**src/design/gtimer_pkg.sv**
```systemverilog
// Shared constants, field positions and carrier types for the timer block
`default_nettype none
package gtimer_pkg;

    ////////////////////////////////////////////////////////////////////////
    // Register byte offsets on the AXI4-Lite bus
    localparam int ADDR_W = 8;
    localparam logic [7:0] OFS_CTRL_A = 8'h00;
    localparam logic [7:0] OFS_CTRL_B = 8'h04;
    localparam logic [7:0] OFS_CTRL_C = 8'h08;
    localparam logic [7:0] OFS_COUNT_A = 8'h0C;
    localparam logic [7:0] OFS_COUNT_B = 8'h10;
    localparam logic [7:0] OFS_COUNT_C = 8'h14;
    localparam logic [7:0] OFS_PERIOD_A = 8'h18;
    localparam logic [7:0] OFS_PERIOD_B = 8'h1C;
    localparam logic [7:0] OFS_PERIOD_C = 8'h20;

    // Timer indices into the register arrays
    localparam int TMR_A = 0;
    localparam int TMR_B = 1;
    localparam int TMR_C = 2;
    localparam int NUM_TMR = 3;

    ////////////////////////////////////////////////////////////////////////
    // Control word field positions
    localparam int BIT_RUN = 15;
    localparam int BIT_IDLE_HALT = 13;
    localparam int BIT_GATE_EN = 6;
    localparam int BIT_PS_HI = 5;
    localparam int BIT_PS_LO = 4;
    localparam int BIT_PAIR = 3;
    localparam int BIT_SYNC = 2;
    localparam int BIT_CLK_SRC = 1;

    // Implemented bits per control word; all others read as zero
    localparam logic [15:0] CTRL_MASK_A = 16'hA076;
    localparam logic [15:0] CTRL_MASK_B = 16'hA07A;
    localparam logic [15:0] CTRL_MASK_C = 16'hA072;

    // Reset values
    localparam logic [15:0] CTRL_RESET = 16'h0000;
    localparam logic [15:0] COUNT_RESET = 16'h0000;
    localparam logic [15:0] PERIOD_RESET = 16'hFFFF;
    localparam logic [15:0] COUNT_ONE = 16'h0001;

    ////////////////////////////////////////////////////////////////////////
    // Prescaler codes and terminal counts (ratio minus one)
    localparam logic [1:0] PS_CODE_1 = 2'h0;
    localparam logic [1:0] PS_CODE_8 = 2'h1;
    localparam logic [1:0] PS_CODE_64 = 2'h2;
    localparam logic [7:0] PS_LIM_1 = 8'h00;
    localparam logic [7:0] PS_LIM_8 = 8'h07;
    localparam logic [7:0] PS_LIM_64 = 8'h3F;
    localparam logic [7:0] PS_LIM_256 = 8'hFF;
    localparam logic [7:0] PS_STEP = 8'h01;
    localparam logic [7:0] PS_ZERO = 8'h00;

    // AXI responses
    localparam logic [1:0] RESP_OKAY = 2'h0;
    localparam logic [1:0] RESP_SLVERR = 2'h2;

    ////////////////////////////////////////////////////////////////////////
    // Per-timer configuration as seen by the tick generator
    typedef struct packed {
        logic active;
        logic ext_sel;
        logic gate_en;
        logic [1:0] prescale;
    } tick_cfg_s;

    // Terminal count of the prescaler for a select code
    function automatic logic [7:0] ps_limit(input logic [1:0] code);
        logic [7:0] lim;
        case (code)
            PS_CODE_1: lim = PS_LIM_1;
            PS_CODE_8: lim = PS_LIM_8;
            PS_CODE_64: lim = PS_LIM_64;
            default: lim = PS_LIM_256;
        endcase
        return lim;
    endfunction

    // Decode a control word into tick configuration
    function automatic tick_cfg_s cfg_from_ctrl(input logic [15:0] w,
                                                input logic idle_mode);
        tick_cfg_s c;
        c.active = w[BIT_RUN] & ~(w[BIT_IDLE_HALT] & idle_mode);
        c.ext_sel = w[BIT_CLK_SRC];
        c.gate_en = w[BIT_GATE_EN];
        c.prescale = w[BIT_PS_HI:BIT_PS_LO];
        return c;
    endfunction

endpackage
`default_nettype wire

```
**src/design/general_timers.sv**
```systemverilog
// Three 16-bit timers, the second and third pairable, on AXI4-Lite
//
// Notes on behaviour
// - Timer counts only while timer_run is set
// - idle_halt stops timer during Idle mode
// - Gate accumulates internal clock; ignored when external
// - Prescaler divides by 1, 8, 64, 256
// - Timer A external clock optionally resynchronised
// - Timer A counts pin a edges or internal
// - Timers B, C count own pin edges
// - pair_32bit_mode joins timers B and C
// - Timer C control ignored in 32-bit mode
// - Pair uses B clock/gate, C event flag
// - count_reg_c upper, count_reg_b lower word
// - Period compare uses period_reg_c:period_reg_b
// - Timers B, C count synchronously only
// - Only timer C or pair triggers ADC
// - Unimplemented control bits read as zero
// - Timer A events on match, gate fall
`default_nettype none
module general_timers
    import gtimer_pkg::*;
(
    input wire logic aclk,
    input wire logic aresetn,
    input wire logic [ADDR_W-1:0] s_axi_awaddr,
    input wire logic s_axi_awvalid,
    output logic s_axi_awready,
    input wire logic [31:0] s_axi_wdata,
    input wire logic [3:0] s_axi_wstrb,
    input wire logic s_axi_wvalid,
    output logic s_axi_wready,
    output logic [1:0] s_axi_bresp,
    output logic s_axi_bvalid,
    input wire logic s_axi_bready,
    input wire logic [ADDR_W-1:0] s_axi_araddr,
    input wire logic s_axi_arvalid,
    output logic s_axi_arready,
    output logic [31:0] s_axi_rdata,
    output logic [1:0] s_axi_rresp,
    output logic s_axi_rvalid,
    input wire logic s_axi_rready,
    input wire logic idle_mode,
    input wire logic ext_clock_pin_a,
    input wire logic ext_clock_pin_b,
    input wire logic ext_clock_pin_c,
    input wire logic gate_pin_a,
    input wire logic gate_pin_b,
    input wire logic gate_pin_c,
    output logic event_a,
    output logic event_b,
    output logic event_c,
    output logic adc_trigger
);

    ////////////////////////////////////////////////////////////////////////
    // Declarations
    logic [15:0] ctrl_reg [NUM_TMR], ctrl_next [NUM_TMR];
    logic [15:0] count_reg [NUM_TMR], count_next [NUM_TMR];
    logic [15:0] period_reg [NUM_TMR], period_next [NUM_TMR];
    logic [2:0] event_reg, event_next, edge_ext, tick;
    logic [2:0] clk_s1, clk_s2, clk_s3, gate_s1, gate_s2;
    logic adc_reg, adc_next, clk_s4_a, gate_s3_a, gate_fall_a, pair, do_write;
    logic [31:0] count32, period32;
    tick_cfg_s cfg [NUM_TMR];
    logic aw_held_reg, aw_held_next, w_held_reg, w_held_next;
    logic bvalid_reg, bvalid_next, rvalid_reg, rvalid_next;
    logic [ADDR_W-1:0] aw_addr_reg, aw_addr_next;
    logic [15:0] wdata_reg, wdata_next;
    logic [1:0] wstrb_reg, wstrb_next, bresp_reg, bresp_next;
    logic [1:0] rresp_reg, rresp_next;
    logic [31:0] rdata_reg, rdata_next;

    // Merge the held write lanes into a 16-bit register
    function automatic logic [15:0] merge16(input logic [15:0] old);
        logic [15:0] r;
        r = old;
        if (wstrb_reg[0])
            r[7:0] = wdata_reg[7:0];
        if (wstrb_reg[1])
            r[15:8] = wdata_reg[15:8];
        return r;
    endfunction

    // Next count of one 16-bit word with wrap on period match
    function automatic logic [15:0] step16(input logic [15:0] cnt,
                                           input logic [15:0] per);
        return (cnt == per) ? COUNT_RESET : cnt + COUNT_ONE;
    endfunction

    ////////////////////////////////////////////////////////////////////////
    // Pin synchronisers; no reset, they refill while the timers are off
    always_ff @(posedge aclk)
    begin
        clk_s1 <= {ext_clock_pin_c, ext_clock_pin_b, ext_clock_pin_a};
        clk_s2 <= clk_s1;
        clk_s3 <= clk_s2;
        clk_s4_a <= clk_s3[TMR_A];
        gate_s1 <= {gate_pin_c, gate_pin_b, gate_pin_a};
        gate_s2 <= gate_s1;
        gate_s3_a <= gate_s2[TMR_A];
    end

    // Rising edges; timer A may add an alignment stage to its edge
    always_comb
    begin
        edge_ext = clk_s2 & ~clk_s3;
        if (ctrl_reg[TMR_A][BIT_SYNC])
            edge_ext[TMR_A] = clk_s3[TMR_A] & ~clk_s4_a;
    end

    ////////////////////////////////////////////////////////////////////////
    // Per-timer configuration; timer C made inactive while paired
    always_comb
    begin
        pair = ctrl_reg[TMR_B][BIT_PAIR];
        cfg[TMR_A] = cfg_from_ctrl(ctrl_reg[TMR_A], idle_mode);
        cfg[TMR_B] = cfg_from_ctrl(ctrl_reg[TMR_B], idle_mode);
        cfg[TMR_C] = cfg_from_ctrl(ctrl_reg[TMR_C], idle_mode);
        if (pair)
            cfg[TMR_C].active = 1'b0;
        gate_fall_a = cfg[TMR_A].active & cfg[TMR_A].gate_en
            & ~cfg[TMR_A].ext_sel & gate_s3_a & ~gate_s2[TMR_A];
    end

    // One tick generator per timer
    for (genvar i = 0; i < NUM_TMR; i++)
    begin : g_tick
        timer_tick u_tick (
            .aclk(aclk),
            .aresetn(aresetn),
            .cfg(cfg[i]),
            .ext_edge(edge_ext[i]),
            .gate_level(gate_s2[i]),
            .tick(tick[i])
        );
    end

    ////////////////////////////////////////////////////////////////////////
    // AXI4-Lite write channel; address and data accepted in either order
    assign s_axi_awready = ~aw_held_reg & ~bvalid_reg;
    assign s_axi_wready = ~w_held_reg & ~bvalid_reg;
    assign do_write = aw_held_reg & w_held_reg & ~bvalid_reg;

    always_comb
    begin
        aw_held_next = aw_held_reg;
        aw_addr_next = aw_addr_reg;
        w_held_next = w_held_reg;
        wdata_next = wdata_reg;
        wstrb_next = wstrb_reg;
        bvalid_next = bvalid_reg;
        bresp_next = bresp_reg;
        if (s_axi_awvalid && s_axi_awready)
        begin
            aw_held_next = 1'b1;
            aw_addr_next = s_axi_awaddr;
        end
        if (s_axi_wvalid && s_axi_wready)
        begin
            w_held_next = 1'b1;
            wdata_next = s_axi_wdata[15:0];
            wstrb_next = s_axi_wstrb[1:0]; // Upper lanes hold zeros only
        end
        if (do_write)
        begin
            aw_held_next = 1'b0;
            w_held_next = 1'b0;
            bvalid_next = 1'b1;
            bresp_next = (aw_addr_reg > OFS_PERIOD_C || aw_addr_reg[1:0] != 2'h0)
                ? RESP_SLVERR : RESP_OKAY;
        end
        else if (bvalid_reg && s_axi_bready)
            bvalid_next = 1'b0;
    end

    ////////////////////////////////////////////////////////////////////////
    // AXI4-Lite read channel; one read in flight
    assign s_axi_arready = ~rvalid_reg;

    always_comb
    begin
        rvalid_next = rvalid_reg;
        rdata_next = rdata_reg;
        rresp_next = rresp_reg;
        if (s_axi_arvalid && s_axi_arready)
        begin
            rvalid_next = 1'b1;
            rresp_next = RESP_OKAY;
            rdata_next = 32'h0000_0000;
            case (s_axi_araddr)
                OFS_CTRL_A: rdata_next[15:0] = ctrl_reg[TMR_A];
                OFS_CTRL_B: rdata_next[15:0] = ctrl_reg[TMR_B];
                OFS_CTRL_C: rdata_next[15:0] = ctrl_reg[TMR_C];
                OFS_COUNT_A: rdata_next[15:0] = count_reg[TMR_A];
                OFS_COUNT_B: rdata_next[15:0] = count_reg[TMR_B];
                OFS_COUNT_C: rdata_next[15:0] = count_reg[TMR_C];
                OFS_PERIOD_A: rdata_next[15:0] = period_reg[TMR_A];
                OFS_PERIOD_B: rdata_next[15:0] = period_reg[TMR_B];
                OFS_PERIOD_C: rdata_next[15:0] = period_reg[TMR_C];
                default: rresp_next = RESP_SLVERR;
            endcase
        end
        else if (rvalid_reg && s_axi_rready)
            rvalid_next = 1'b0;
    end

    ////////////////////////////////////////////////////////////////////////
    // Counters, period registers and control words
    always_comb
    begin
        ctrl_next = ctrl_reg;
        period_next = period_reg;
        count_next = count_reg;
        event_next = 3'h0;
        count32 = {count_reg[TMR_C], count_reg[TMR_B]};
        period32 = {period_reg[TMR_C], period_reg[TMR_B]};
        // Timer A
        if (tick[TMR_A])
        begin
            count_next[TMR_A] = step16(count_reg[TMR_A], period_reg[TMR_A]);
            event_next[TMR_A] = (count_reg[TMR_A] == period_reg[TMR_A]);
        end
        if (gate_fall_a)
            event_next[TMR_A] = 1'b1;
        // Timers B and C, joined or apart
        if (pair)
        begin
            if (tick[TMR_B])
            begin
                if (count32 == period32)
                begin
                    count_next[TMR_B] = COUNT_RESET;
                    count_next[TMR_C] = COUNT_RESET;
                    event_next[TMR_C] = 1'b1;
                end
                else
                begin
                    {count_next[TMR_C], count_next[TMR_B]} = count32 + 32'h1;
                end
            end
        end
        else
        begin
            for (int t = TMR_B; t <= TMR_C; t++)
            begin
                if (tick[t])
                begin
                    count_next[t] = step16(count_reg[t], period_reg[t]);
                    event_next[t] = (count_reg[t] == period_reg[t]);
                end
            end
        end
        // Software writes override counting in the same cycle
        if (do_write)
        begin
            case (aw_addr_reg)
                OFS_CTRL_A: ctrl_next[TMR_A] = merge16(ctrl_reg[TMR_A])
                    & CTRL_MASK_A;
                OFS_CTRL_B: ctrl_next[TMR_B] = merge16(ctrl_reg[TMR_B])
                    & CTRL_MASK_B;
                OFS_CTRL_C: ctrl_next[TMR_C] = merge16(ctrl_reg[TMR_C])
                    & CTRL_MASK_C;
                OFS_COUNT_A: count_next[TMR_A] = merge16(count_reg[TMR_A]);
                OFS_COUNT_B: count_next[TMR_B] = merge16(count_reg[TMR_B]);
                OFS_COUNT_C: count_next[TMR_C] = merge16(count_reg[TMR_C]);
                OFS_PERIOD_A: period_next[TMR_A] = merge16(period_reg[TMR_A]);
                OFS_PERIOD_B: period_next[TMR_B] = merge16(period_reg[TMR_B]);
                OFS_PERIOD_C: period_next[TMR_C] = merge16(period_reg[TMR_C]);
                default: ;
            endcase
        end
        // Timer B alone never drives the converter trigger
        adc_next = event_next[TMR_C];
    end

    ////////////////////////////////////////////////////////////////////////
    // State registers
    always_ff @(posedge aclk)
    begin
        if (!aresetn)
        begin
            for (int t = 0; t < NUM_TMR; t++)
            begin
                ctrl_reg[t] <= CTRL_RESET;
                count_reg[t] <= COUNT_RESET;
                period_reg[t] <= PERIOD_RESET;
            end
            event_reg <= 3'h0;
            adc_reg <= 1'b0;
            aw_held_reg <= 1'b0;
            aw_addr_reg <= '0;
            w_held_reg <= 1'b0;
            wdata_reg <= 16'h0000;
            wstrb_reg <= 2'h0;
            bvalid_reg <= 1'b0;
            bresp_reg <= RESP_OKAY;
            rvalid_reg <= 1'b0;
            rdata_reg <= 32'h0000_0000;
            rresp_reg <= RESP_OKAY;
        end
        else
        begin
            ctrl_reg <= ctrl_next;
            count_reg <= count_next;
            period_reg <= period_next;
            event_reg <= event_next;
            adc_reg <= adc_next;
            aw_held_reg <= aw_held_next;
            aw_addr_reg <= aw_addr_next;
            w_held_reg <= w_held_next;
            wdata_reg <= wdata_next;
            wstrb_reg <= wstrb_next;
            bvalid_reg <= bvalid_next;
            bresp_reg <= bresp_next;
            rvalid_reg <= rvalid_next;
            rdata_reg <= rdata_next;
            rresp_reg <= rresp_next;
        end
    end

    // Outputs straight from flip-flops
    assign s_axi_bvalid = bvalid_reg;
    assign s_axi_bresp = bresp_reg;
    assign s_axi_rvalid = rvalid_reg;
    assign s_axi_rdata = rdata_reg;
    assign s_axi_rresp = rresp_reg;
    assign event_a = event_reg[TMR_A];
    assign event_b = event_reg[TMR_B];
    assign event_c = event_reg[TMR_C];
    assign adc_trigger = adc_reg;

endmodule
`default_nettype wire

```
**src/design/timer_tick.sv**
```systemverilog
// Clock source, gate and prescaler stage producing count ticks
`default_nettype none
module timer_tick
    import gtimer_pkg::*;
(
    input wire logic aclk,
    input wire logic aresetn,
    input wire tick_cfg_s cfg,
    input wire logic ext_edge,
    input wire logic gate_level,
    output logic tick
);

    logic [7:0] ps_reg;
    logic [7:0] ps_next;
    logic src;

    // Source select; gate only applies to the internal clock
    always_comb
    begin
        src = cfg.ext_sel ? ext_edge : (cfg.gate_en ? gate_level : 1'b1);
        ps_next = ps_reg;
        tick = 1'b0;
        if (!cfg.active)
        begin
            ps_next = PS_ZERO; // Prescaler restarts cleanly on each run
        end
        else if (src)
        begin
            if (ps_reg >= ps_limit(cfg.prescale))
            begin
                ps_next = PS_ZERO;
                tick = 1'b1;
            end
            else
            begin
                ps_next = ps_reg + PS_STEP;
            end
        end
    end

    // Prescaler state
    always_ff @(posedge aclk)
    begin
        if (!aresetn)
            ps_reg <= PS_ZERO;
        else
            ps_reg <= ps_next;
    end

endmodule
`default_nettype wire

```
**config.mk**
```make
export PLATFORM = sky130hd
export DESIGN_NAME = general_timers
export DESIGN_NICKNAME = d
export VERILOG_FILES = /design/src/design/gtimer_pkg.sv /design/src/design/general_timers.sv /design/src/design/timer_tick.sv
export SDC_FILE = /design/constraint.sdc
export NUM_CORES = 1
export LEC_CHECK = 0
export ABC_AREA = 1
export BUFFER_PORTS_ARGS = -buffer_cell sky130_fd_sc_hd__buf_2
export CAP_MARGIN = 20
export CORE_ASPECT_RATIO = 0.5
export CORE_UTILIZATION = 35
export CTS_CLUSTER_SIZE = 8
export DETAILED_ROUTE_END_ITERATION = 8
export HOLD_SLACK_MARGIN = 0.1
export PLACE_DENSITY_LB_ADDON = 0.1
export SYNTH_ARGS = -nofsm -noshare
export SYNTH_HDL_FRONTEND = slang
export SYNTH_SLANG_ARGS = --single-unit
```
**constraint.sdc**
```tcl
create_clock -name aclk -period 1.9 [get_ports aclk]
set_input_delay 0.19 -clock aclk [delete_from_list [all_inputs] [get_ports aclk]]
set_output_delay 0.19 -clock aclk [all_outputs]
set_load 0.05 [all_outputs]
```
# After elaboration in Yosys (flattened, before gate mapping)
# Index checks and enable logic that the tools add are counted.
# op_classes
bitwise,29
n_mux,57
order_cmp,4
eq_ne,32
add_sub_neg,7
n_reduce_logical,32
# ops
op,count
16-bit 2-to-1 mux,9
16-bit one-hot mux with 9 select lines,1
32-bit 2-to-1 mux,3
8-bit 2-to-1 mux,11
8-bit one-hot mux with 3 select lines,3
"8-bit by 5-bit equality test with 1-bit output, second input constant",8
"16-bit by 1-bit adder with 16-bit output, second input constant",3
16-bit equality test,3
48-bit 2-to-1 mux,1
3-bit AND reduction,12
"32-bit by 1-bit adder with 32-bit output, second input constant",1
32-bit equality test,1
"8-bit by 4-bit equality test with 1-bit output, second input constant",4
1-bit 2-to-1 mux,27
"8-bit by 1-bit adder with 8-bit output, second input constant",3
8-bit >= comparator,3
"3-bit != test, second input constant",6
"8-bit by 3-bit equality test with 1-bit output, second input constant",2
"8-bit by 6-bit equality test with 1-bit output, second input constant",2
8-bit logical NOT,2
1-bit AND,15
1-bit inverter,12
9-bit OR reduction,1
"8-bit by 6-bit > comparator with 1-bit output, second input constant",1
other kinds (12),27
# word_totals
elab_cells,202
out_inout_bits,45
in_bits,66
ff_bits,211

# Depth between registers and ports, before layout
# Gate-level depths: netlist of the first run.
# depth
word_depth,13
depth_mapped,17
ltp_nobuf,17

# Modules after synthesis
# A second synthesis of the first run with hierarchy kept.
# hier_totals
cells_unflattened,1931
area_unflattened_um2,12318.1
# modules_own_cells
mod,cells_per_inst,seq_area_each_um2,area_each_um2,instances
general_timers,1652,3683.5,10621.4,1
timer_tick,93,160.2,565.5,3

# Least setup slack after synthesis of the first run
# Ideal clock, no wire load.
# synth_timing
path_kind,flip-flop to flip-flop
from,"reg bvalid_reg, in the netlist s_axi_bvalid"
to,reg w_held_reg
path_slack_ns,-0.170
path_stages_with_launch,6
t_required_ns,1.830
setup_ns,0.070
path_buffers,2
period_less_slack_ns,2.070
arrival_ns,2.000
cell_sequence,dfxtp_1 nor2_1 nand2_1 clkbuf_1 clkbuf_1 a21oi_1
# synth_via
elab_chain_len,3
elab_cells_between_ends,5
cone_classes,3 x bitwise; 2 x reduce/logical
# synth_rtl
element,line_no,source
start: declaration,general_timers.sv:67,"logic bvalid_reg, bvalid_next, rvalid_reg, rvalid_next;"
start signal: assignment,general_timers.sv:314,bvalid_reg <= bvalid_next;
1-bit inverter,general_timers.sv:142,assign s_axi_wready = ~w_held_reg & ~bvalid_reg;
1-bit AND,general_timers.sv:142,
net s_axi_wready,general_timers.sv:32,"output logic s_axi_wready,"
1-bit logical AND,general_timers.sv:159,if (s_axi_wvalid && s_axi_wready)
end signal: assignment,general_timers.sv:311,w_held_reg <= w_held_next;
end: declaration,general_timers.sv:66,"logic aw_held_reg, aw_held_next, w_held_reg, w_held_next;"
# The timed path passes the listed nets, and every way through them passes these cells.
# A chain may end at the register's enable or synchronous reset.

# Worst setup path in the final report of the first run
# layout_timing
from,reg ctrl_reg (netlist bit cfg[6])
to,reg count_reg (netlist bit count32[19])
# layout_via
elab_chain_len,12
elab_cells_between_ends,14
cone_classes,1 x order compare; 2 x eq/ne; 10 x mux; 1 x reduce/logical
# layout_rtl
element,line_no,source
start: declaration,general_timers.sv:58,"logic [15:0] ctrl_reg [NUM_TMR], ctrl_next [NUM_TMR];"
start signal: assignment,general_timers.sv:304,ctrl_reg <= ctrl_next;
"2-bit equality test, or another cell as far along",gtimer_pkg.sv:74,case (code)
8-bit one-hot mux with 3 select lines (*),gtimer_pkg.sv:74,
8-bit 2-to-1 mux (*),timer_tick.sv:28,else if (src)
8-bit 2-to-1 mux (*),timer_tick.sv:24,if (!cfg.active)
8-bit >= comparator (*),timer_tick.sv:30,if (ps_reg >= ps_limit(cfg.prescale))
1-bit 2-to-1 mux (*),timer_tick.sv:30,
1-bit 2-to-1 mux (*),timer_tick.sv:28,
1-bit 2-to-1 mux (*),timer_tick.sv:24,
32-bit 2-to-1 mux (*),general_timers.sv:229,if (tick[TMR_B])
32-bit 2-to-1 mux (*),general_timers.sv:227,if (pair)
16-bit 2-to-1 mux,general_timers.sv:257,case (aw_addr_reg)
48-bit 2-to-1 mux (*),general_timers.sv:255,if (do_write)
end signal: assignment,general_timers.sv:305,count_reg <= count_next;
end: declaration,general_timers.sv:59,"logic [15:0] count_reg [NUM_TMR], count_next [NUM_TMR];"
# Mark *: on every way between the ends. The rest lies on a longest branch, timed or not. The select of a mux whose other input is x is not followed.

==> reports/metrics.yaml, run 1 <==
syn_area_sq_um: 12300
htreeDepth: 1
crit_chain: "inv_2, ha_4, a21oi_1, o21a_1, nand2_2, nand3_4, buf_6, nor2_4, nor2_4, nand3_1, nand3_1, nand3_1, inv_1"
min-delay-start: "s_axi_awvalid"
setup_violations: 47
core_area_sq_um: 34500
crit_type: "flip-flop to flip-flop"
syn_area_per_cell_sq_um: 6.53
p_per_area_nw_per_um2: 583
grt_max_degree: 65
grt_setup_unrepaired: "yes"
start_util_pct: 35.5
clk_latency_ns: 0.57
cap_violations: 0
n_fill_cell: 3536
start_kind: "flip-flop"
ys_seq_area_share_pct: 34.0
total_power_uw: 10200
reg2regPathDepth: 13
p_leak_uw: 0.00778
cts_root_buf: "clkbuf_16"
cpPeakStageDelay_ns: 0.40
fmax_mhz: 484
tightest_slew_ns: 0.531
clk_pin_slew_worst_paths_ns: 0.05
dp_cells: 2663
drc_errors: 0
path_buf_inv: 3
status: "complete, but fails checks"
ys_async_sr_fraction_pct: 0
num_io_pins: 111
antennaDiodeCount: 0
p_sw_share_pct: 26.2
tritoncts: "built"
synth_top_area_share_pct: 34.0
grtUsageTotal_pct: 28.5
hold_class: "primary input to flip-flop"
end_kind: "flip-flop"
place_hpwl_um: 39900
first_pass_iters: 5
syn_inst: 1877
setup.worst_path.start: "cfg[6]$_SDFFE_PN0P_"
yosys_warnings: 0
crit_fanout: 9
fin_ws_ns: -0.165
r2r_slack_ns: -0.16
violations: "setup timing"
whs_ns: 0.143
die_w_um: 267
grt_overflow: 0
comb_power_share_pct: 9.0
yosysMostFrequentCell: "nand2_1"
required_ns: 2.35
r2r_end: "count32[19]$_SDFFE_PN0P_"
period_minus_slack_ns: 2.06
skew_ns: 0.0290
cts_buffers: 30
syn2layout_area_growth_pct: 42.8
endpoint: "count32[19]$_SDFFE_PN0P_"
final.setup.tns_ns: -3.87
drt_iter0_drc: 1653
slew_headroom_pct: 64.6
cpMostUsedCell: "nand3_1"
arrival_ns: 2.51
hold_viol_final: 0
intPower_uw: 7520
grt_pass1_vias: 12800
synth_cell_types: 54
worst-path-stages: 13
fin_cells: 2747
layout-drive-gt1-share_pct: 29.3
dieArea_sq_um: 35800
final_antenna_net_count: 0
nets: 2357
switching_power_uw: 2680
routed_via_density: 5.08
cts.sinks: 208
place.gp.congestion: 0.935
crit_slowest_cell: "dfxtp_4"
rows: 48
p_clk_share_pct: 46.3
synthFlopType: "dfxtp_1"
period_share_pct: 109
synth_commonest_cells: "nand2_1 (490), dfxtp_1 (208), inv_1 (202)"
die_y_um: 134
p_seq_share_pct: 44.7
grt_pass1_wl_um: 76900
crit_family: "simple AND/OR/NAND/NOR gates"
cts_buffer_depth: 3
ir_drop_uv: 617
yosys-top-cells-area: "dfxtp_1 (34%), nand2_1 (15%), inv_1 (6.2%)"
grt_antenna_before_repair: 0
routed_wl_um: 51500
vias: 14000
io_buffers: 74
synth_edf_count: 0
yosysTopAreaCell: "dfxtp_1"
routedWlPerCell_um: 18.7
r2r_start: "cfg[6]$_SDFFE_PN0P_"
slew_violations: 0
ys_ff_latch: 208
==> power by group through the flow <==
stage / clock (uW) / sequential [uW] / combinational [uW]
2_1_floorplan: 0 / 4620 / 465
4_1_cts: 4830 / 4550 / 875
6_report: 4720 / 4560 / 916
3_5_place_dp: 0 / 4640 / 809
3_3_place_gp: 0 / 4650 / 807
5_1_grt: 5020 / 4560 / 992
==> cell type report <==
type                            instances  area (sq um)  area share (%)
Multi-Input combinational cell       1372          7570            43.3
Sequential cell                       208          4210            24.0
Timing Repair Buffer                  432          3440            19.7
Inverter                              224           880            5.03
Clock buffer                           31           754            4.31
Tap cell                              475           594            3.40
Clock inverter                          3          28.8           0.165
Timing Repair inverter                  2          13.8          0.0787
==> how the worst min path moves through the flow <==
stage                                              to  cells past startpoint
final                     aw_addr_reg[2]$_SDFFE_PN0P_                      3
after CTS                 aw_addr_reg[2]$_SDFFE_PN0P_                      3
after global placement             gate_s1[0]$_DFF_P_                      1
after detailed placement           gate_s1[0]$_DFF_P_                      1
after floorplan                     clk_s1[0]$_DFF_P_                      0
after global routing      s_axi_rdata[1]$_SDFFE_PN0P_                      5
==> routing by layer <==
| metal | vias up | track usage (%) | wire, um |
|---|---|---|---|
| li1 | 6930 | - | - |
| met1 | 6405 | 43.3 | 25300 |
| met2 | 555 | 40.3 | 20100 |
| met3 | 66 | 7.01 | 5110 |
| met4 | 0 | 5.11 | 877 |
| met5 | - | 0 | 0 |
==> cell usage in the layout (no fill, tap or decap), types with 12 or more instances in the layout <==
cell           Yosys  routed
a21oi_1          125     107
a21oi_2            0      17
a31oi_1           15      14
buf_12             0      16
buf_2             26      73
buf_4             23     282
buf_6              3      25
clkbuf_16          0      30
conb_1             1      18
dfxtp_1          208     186
dfxtp_2            0      16
dlygate4sd3_1      0      36
inv_1            202     187
inv_2             18      24
nand2_1          490     458
nand2_2            6      27
nand3_1           95      83
nand3_2            4      14
nand4_1           25      25
nor2_1           184     158
nor2_2            15      25
nor2_4             3      19
nor3_1            26      22
o211ai_1          50      50
o21ai_0          140     116
o21ai_1           10      15
o21ai_2            0      19
o22ai_1           46      41
xnor2_1           12      12
xor2_1            28      28
==> through the flow <==
| stage | instance area (sq um) | worst slack (ns) | utilization, % |
|---|---|---|---|
| final | 17500 | -0.165 | 50.7 |
| after global routing | 17500 | -0.298 | 50.7 |
| after CTS | 16900 | -0.129 | 49.0 |
| after detailed placement | 15300 | -0.263 | 44.5 |
| after global placement | 15300 | -0.252 | 44.5 |
| after floorplan | 12400 | -0.0112 | - |
==> cell families (layout without fill, tap and decap cells) <==
group | Yosys count | in the layout | synth area share [%]
AND/OR/NAND/NOR | 878 | 878 | 30.8
AO/OA/AOI/OAI | 415 | 415 | 19.3
buffers and inverters | 314 | 692 | 10.8
flip-flops | 208 | 208 | 34.0
XOR/XNOR | 40 | 40 | 2.86
adder cells (fa/ha/maj) | 21 | 21 | 2.14
other | 1 | 18 | 0.0306
==> worst register-to-register path, stage by stage, from the launching register on <==
cell and delay (ns):
dfxtp_4 0.40, inv_2 0.07, ha_4 0.27, a21oi_1 0.07, o21a_1 0.19, nand2_2 0.09
nand3_4 0.17, buf_6 0.21, nor2_4 0.17, nor2_4 0.06, nand3_1 0.07, nand3_1 0.08
nand3_1 0.08, inv_1 0.04
==> timing repair <==
item                                    in CTS  in global routing
buffers inserted                             2                 12
endpoints found under the hold margin       37                  0
endpoints found under the setup margin      55                 74
gates resized for setup                     99                165
hold buffers                                36                  0
cloned                                       1                  2
pin swaps                                   30                 48
No activity file was read; power rests on OpenSTA's default activity.
==> inputs of run 2 (changes only) <==
==> constraint.sdc (replaced) <==
create_clock -name aclk -period 2.1 [get_ports aclk]
set_input_delay 0.21 -clock aclk [delete_from_list [all_inputs] [get_ports aclk]]
set_output_delay 0.21 -clock aclk [all_outputs]
set_load 0.05 [all_outputs]
==> run 2 against run 1 <==
- the run still ends with setup timing left
- core utilization down 3.4 points
- first-iteration DRC count down 26%
- worst hold slack better by 0.027 ns
- fmax down 3.4%
- setup slack better by 0.13 ns
- combinational power down 15%
- power down 11%
- sequential share of layout area up 1.7 points
- via count down 3.6%
- critical endpoint is now count32[3]$_SDFFE_PN0P_
- largest cell class unchanged
- largest power group unchanged
==> reports/metrics.yaml, run 2 (synthesis results as in run 1) <==
r2r_slack_ns: -0.04  # +0.13 ns
n_fill_cell: 3605  # +2.0%
syn2layout_area_growth_pct: 33.1
cts_buffer_depth: 3  # unchanged
skew_ns: 0.0265  # -0.00250 ns
die_y_um: 134  # unchanged
nets: 2247  # -4.7%
fin_util_pct: 47.3  # -3.4 points
period_share_pct: 102  # -6.9 points
cts_root_buf: "clkbuf_16"
cap_violations: 0  # unchanged
final_antenna_net_count: 0  # unchanged
drc_errors: 0  # unchanged
clk_pin_slew_worst_paths_ns: 0.07  # +0.02 ns
rows: 48  # unchanged
vias: 13500  # -3.6%
grt_pass1_vias: 12000  # -6.0%
grt_overflow: 0  # unchanged
place_hpwl_um: 38700  # -3.0%
p_leak_uw: 0.00709  # -8.8%
start_util_pct: 35.5  # unchanged
arrival_ns: 2.63  # +0.12 ns
end_kind: "flip-flop"
whs_ns: 0.170  # +0.0270 ns
grtUsageTotal_pct: 27.8  # -0.71 points
drt_iter0_drc: 1228  # -26%
slew_violations: 0  # unchanged
routed_wl_um: 50700  # -1.5%
num_io_pins: 111  # unchanged
pre_cts_slack_ns: -0.125  # +0.138 ns
first_pass_iters: 5  # unchanged
hold_class: "primary input to flip-flop"
hold_viol_final: 0  # unchanged
violations: "setup timing"
final.setup.tns_ns: -0.172  # +3.70 ns
grt_max_degree: 63  # -3.1%
cts_buffers: 29  # -3.3%
setup_violations: 6  # -87%
status: "complete, but fails checks"
ir_drop_uv: 504  # -18%
grt_setup_unrepaired: "yes"
layout_common_cells: "nand2_1 (462), inv_1 (196), dfxtp_1 (190)"
slew_headroom_pct: 64.8  # +0.22 points
routed_via_density: 5.11  # +0.50%
htreeDepth: 1  # unchanged
dieArea_sq_um: 35800  # unchanged
start_kind: "flip-flop"
crit_type: "flip-flop to flip-flop"
p_per_area_nw_per_um2: 558  # -4.3%
fmax_mhz: 468  # -3.4%
fin_ws_ns: -0.0379  # +0.127 ns
grt_pass1_wl_um: 74500  # -3.2%
required_ns: 2.60  # +0.25 ns
layout-drive-gt1-share_pct: 22.3  # -6.9 points
cts.sinks: 208  # unchanged
tritoncts: "built"
final_common_cell: "nand2_1"
routedWlPerCell_um: 19.2  # +2.7%
die_w_um: 267  # unchanged
io_buffers: 74  # unchanged
place.gp.congestion: 1.01  # +7.7%
period_minus_slack_ns: 2.14  # +0.0732 ns
crit_fanout: 8  # -1
total_power_uw: 9090  # -11%
grt_antenna_before_repair: 0  # unchanged
core_area_sq_um: 34500  # unchanged
clk_latency_ns: 0.57  # about the same
tightest_slew_ns: 0.527  # -0.00460 ns
## run 2: cell types whose count changed in the layout (fill, tap and decap cells not counted), sizes merged
cell         delta
clkinvlp        -4
diode           +1
clkbuf          +1
clkinv          -1
buf           -115
inv             +1
dlygate4sd3     +5
## run 2: worst max-delay path, stage by stage, from the launching register on
cell and delay [ns]:
dfxtp_4 0.38, nand2_2 0.06, ha_1 0.30, nand2_2 0.06, o21a_1 0.19, nand2_2 0.09
nand3_4 0.21, nor2_4 0.25, nand2_8 0.10, nor2_4 0.21, nand3_1 0.09, a21oi_1 0.12
## run 2: worst paths after layout
kind,startpoint,to,cells past startpoint
worst min-delay path,s_axi_awvalid,aw_addr_reg[3]$_SDFFE_PN0P_,3
worst min register to register,gate_s1[0]$_DFF_P_,gate_s2[0]$_DFF_P_,0
worst max register to register,cfg[6]$_SDFFE_PN0P_,count32[3]$_SDFFE_PN0P_,11
worst max-delay path,cfg[6]$_SDFFE_PN0P_,count32[3]$_SDFFE_PN0P_,11
## run 2: final cells by class
type                            instances  area (sq um)  share of cell area (%)
Antenna cell                            1          2.50                  0.0153
Sequential cell                       208          4200                    25.8
Inverter                              224           865                    5.30
Timing Repair Buffer                  325          2600                    16.0
Multi-Input combinational cell       1372          7310                    44.8
Clock inverter                          1          8.76                  0.0537
Clock buffer                           29           726                    4.45
Tap cell                              475           594                    3.64
## run 2: metal layers
layer | global-route usage [%] | wire [um] | vias to the layer above | part of all wire, %
met4 | 6.74 | 917 | 0 | 1.8
met1 | 41.8 | 25200 | 6182 | 50
met5 | 0 | 0 | - | 0
li1 | - | - | 6713 | -
met2 | 37.3 | 19300 | 491 | 38
met3 | 9.11 | 5290 | 68 | 10
## run 2: stage by stage
step           area, sq um  instances
2_1_floorplan        12300       1894
3_3_place_gp         14400       2549
3_5_place_dp         14400       2549
4_1_cts              15600       2623
5_1_grt              16300       2634
6_report             16300       2635
## run 2: what timing repair did
| item | in CTS | in global routing |
|---|---|---|
| hold buffers | 41 | 0 |
| cloned | 1 | 3 |
| pin swaps | 1 | 32 |
| endpoints found under the setup margin | 30 | 54 |
| setup buffers | 2 | 9 |
| resized for setup | 10 | 164 |
| endpoints found under the hold margin | 44 | 0 |
## run 2: report_power, final
part	switching [uW]	leakage (uW)	internal, uW
Combinational	543	0.00503	239
Clock	1800	0.000362	2400
Sequential	79.2	0.00170	4030
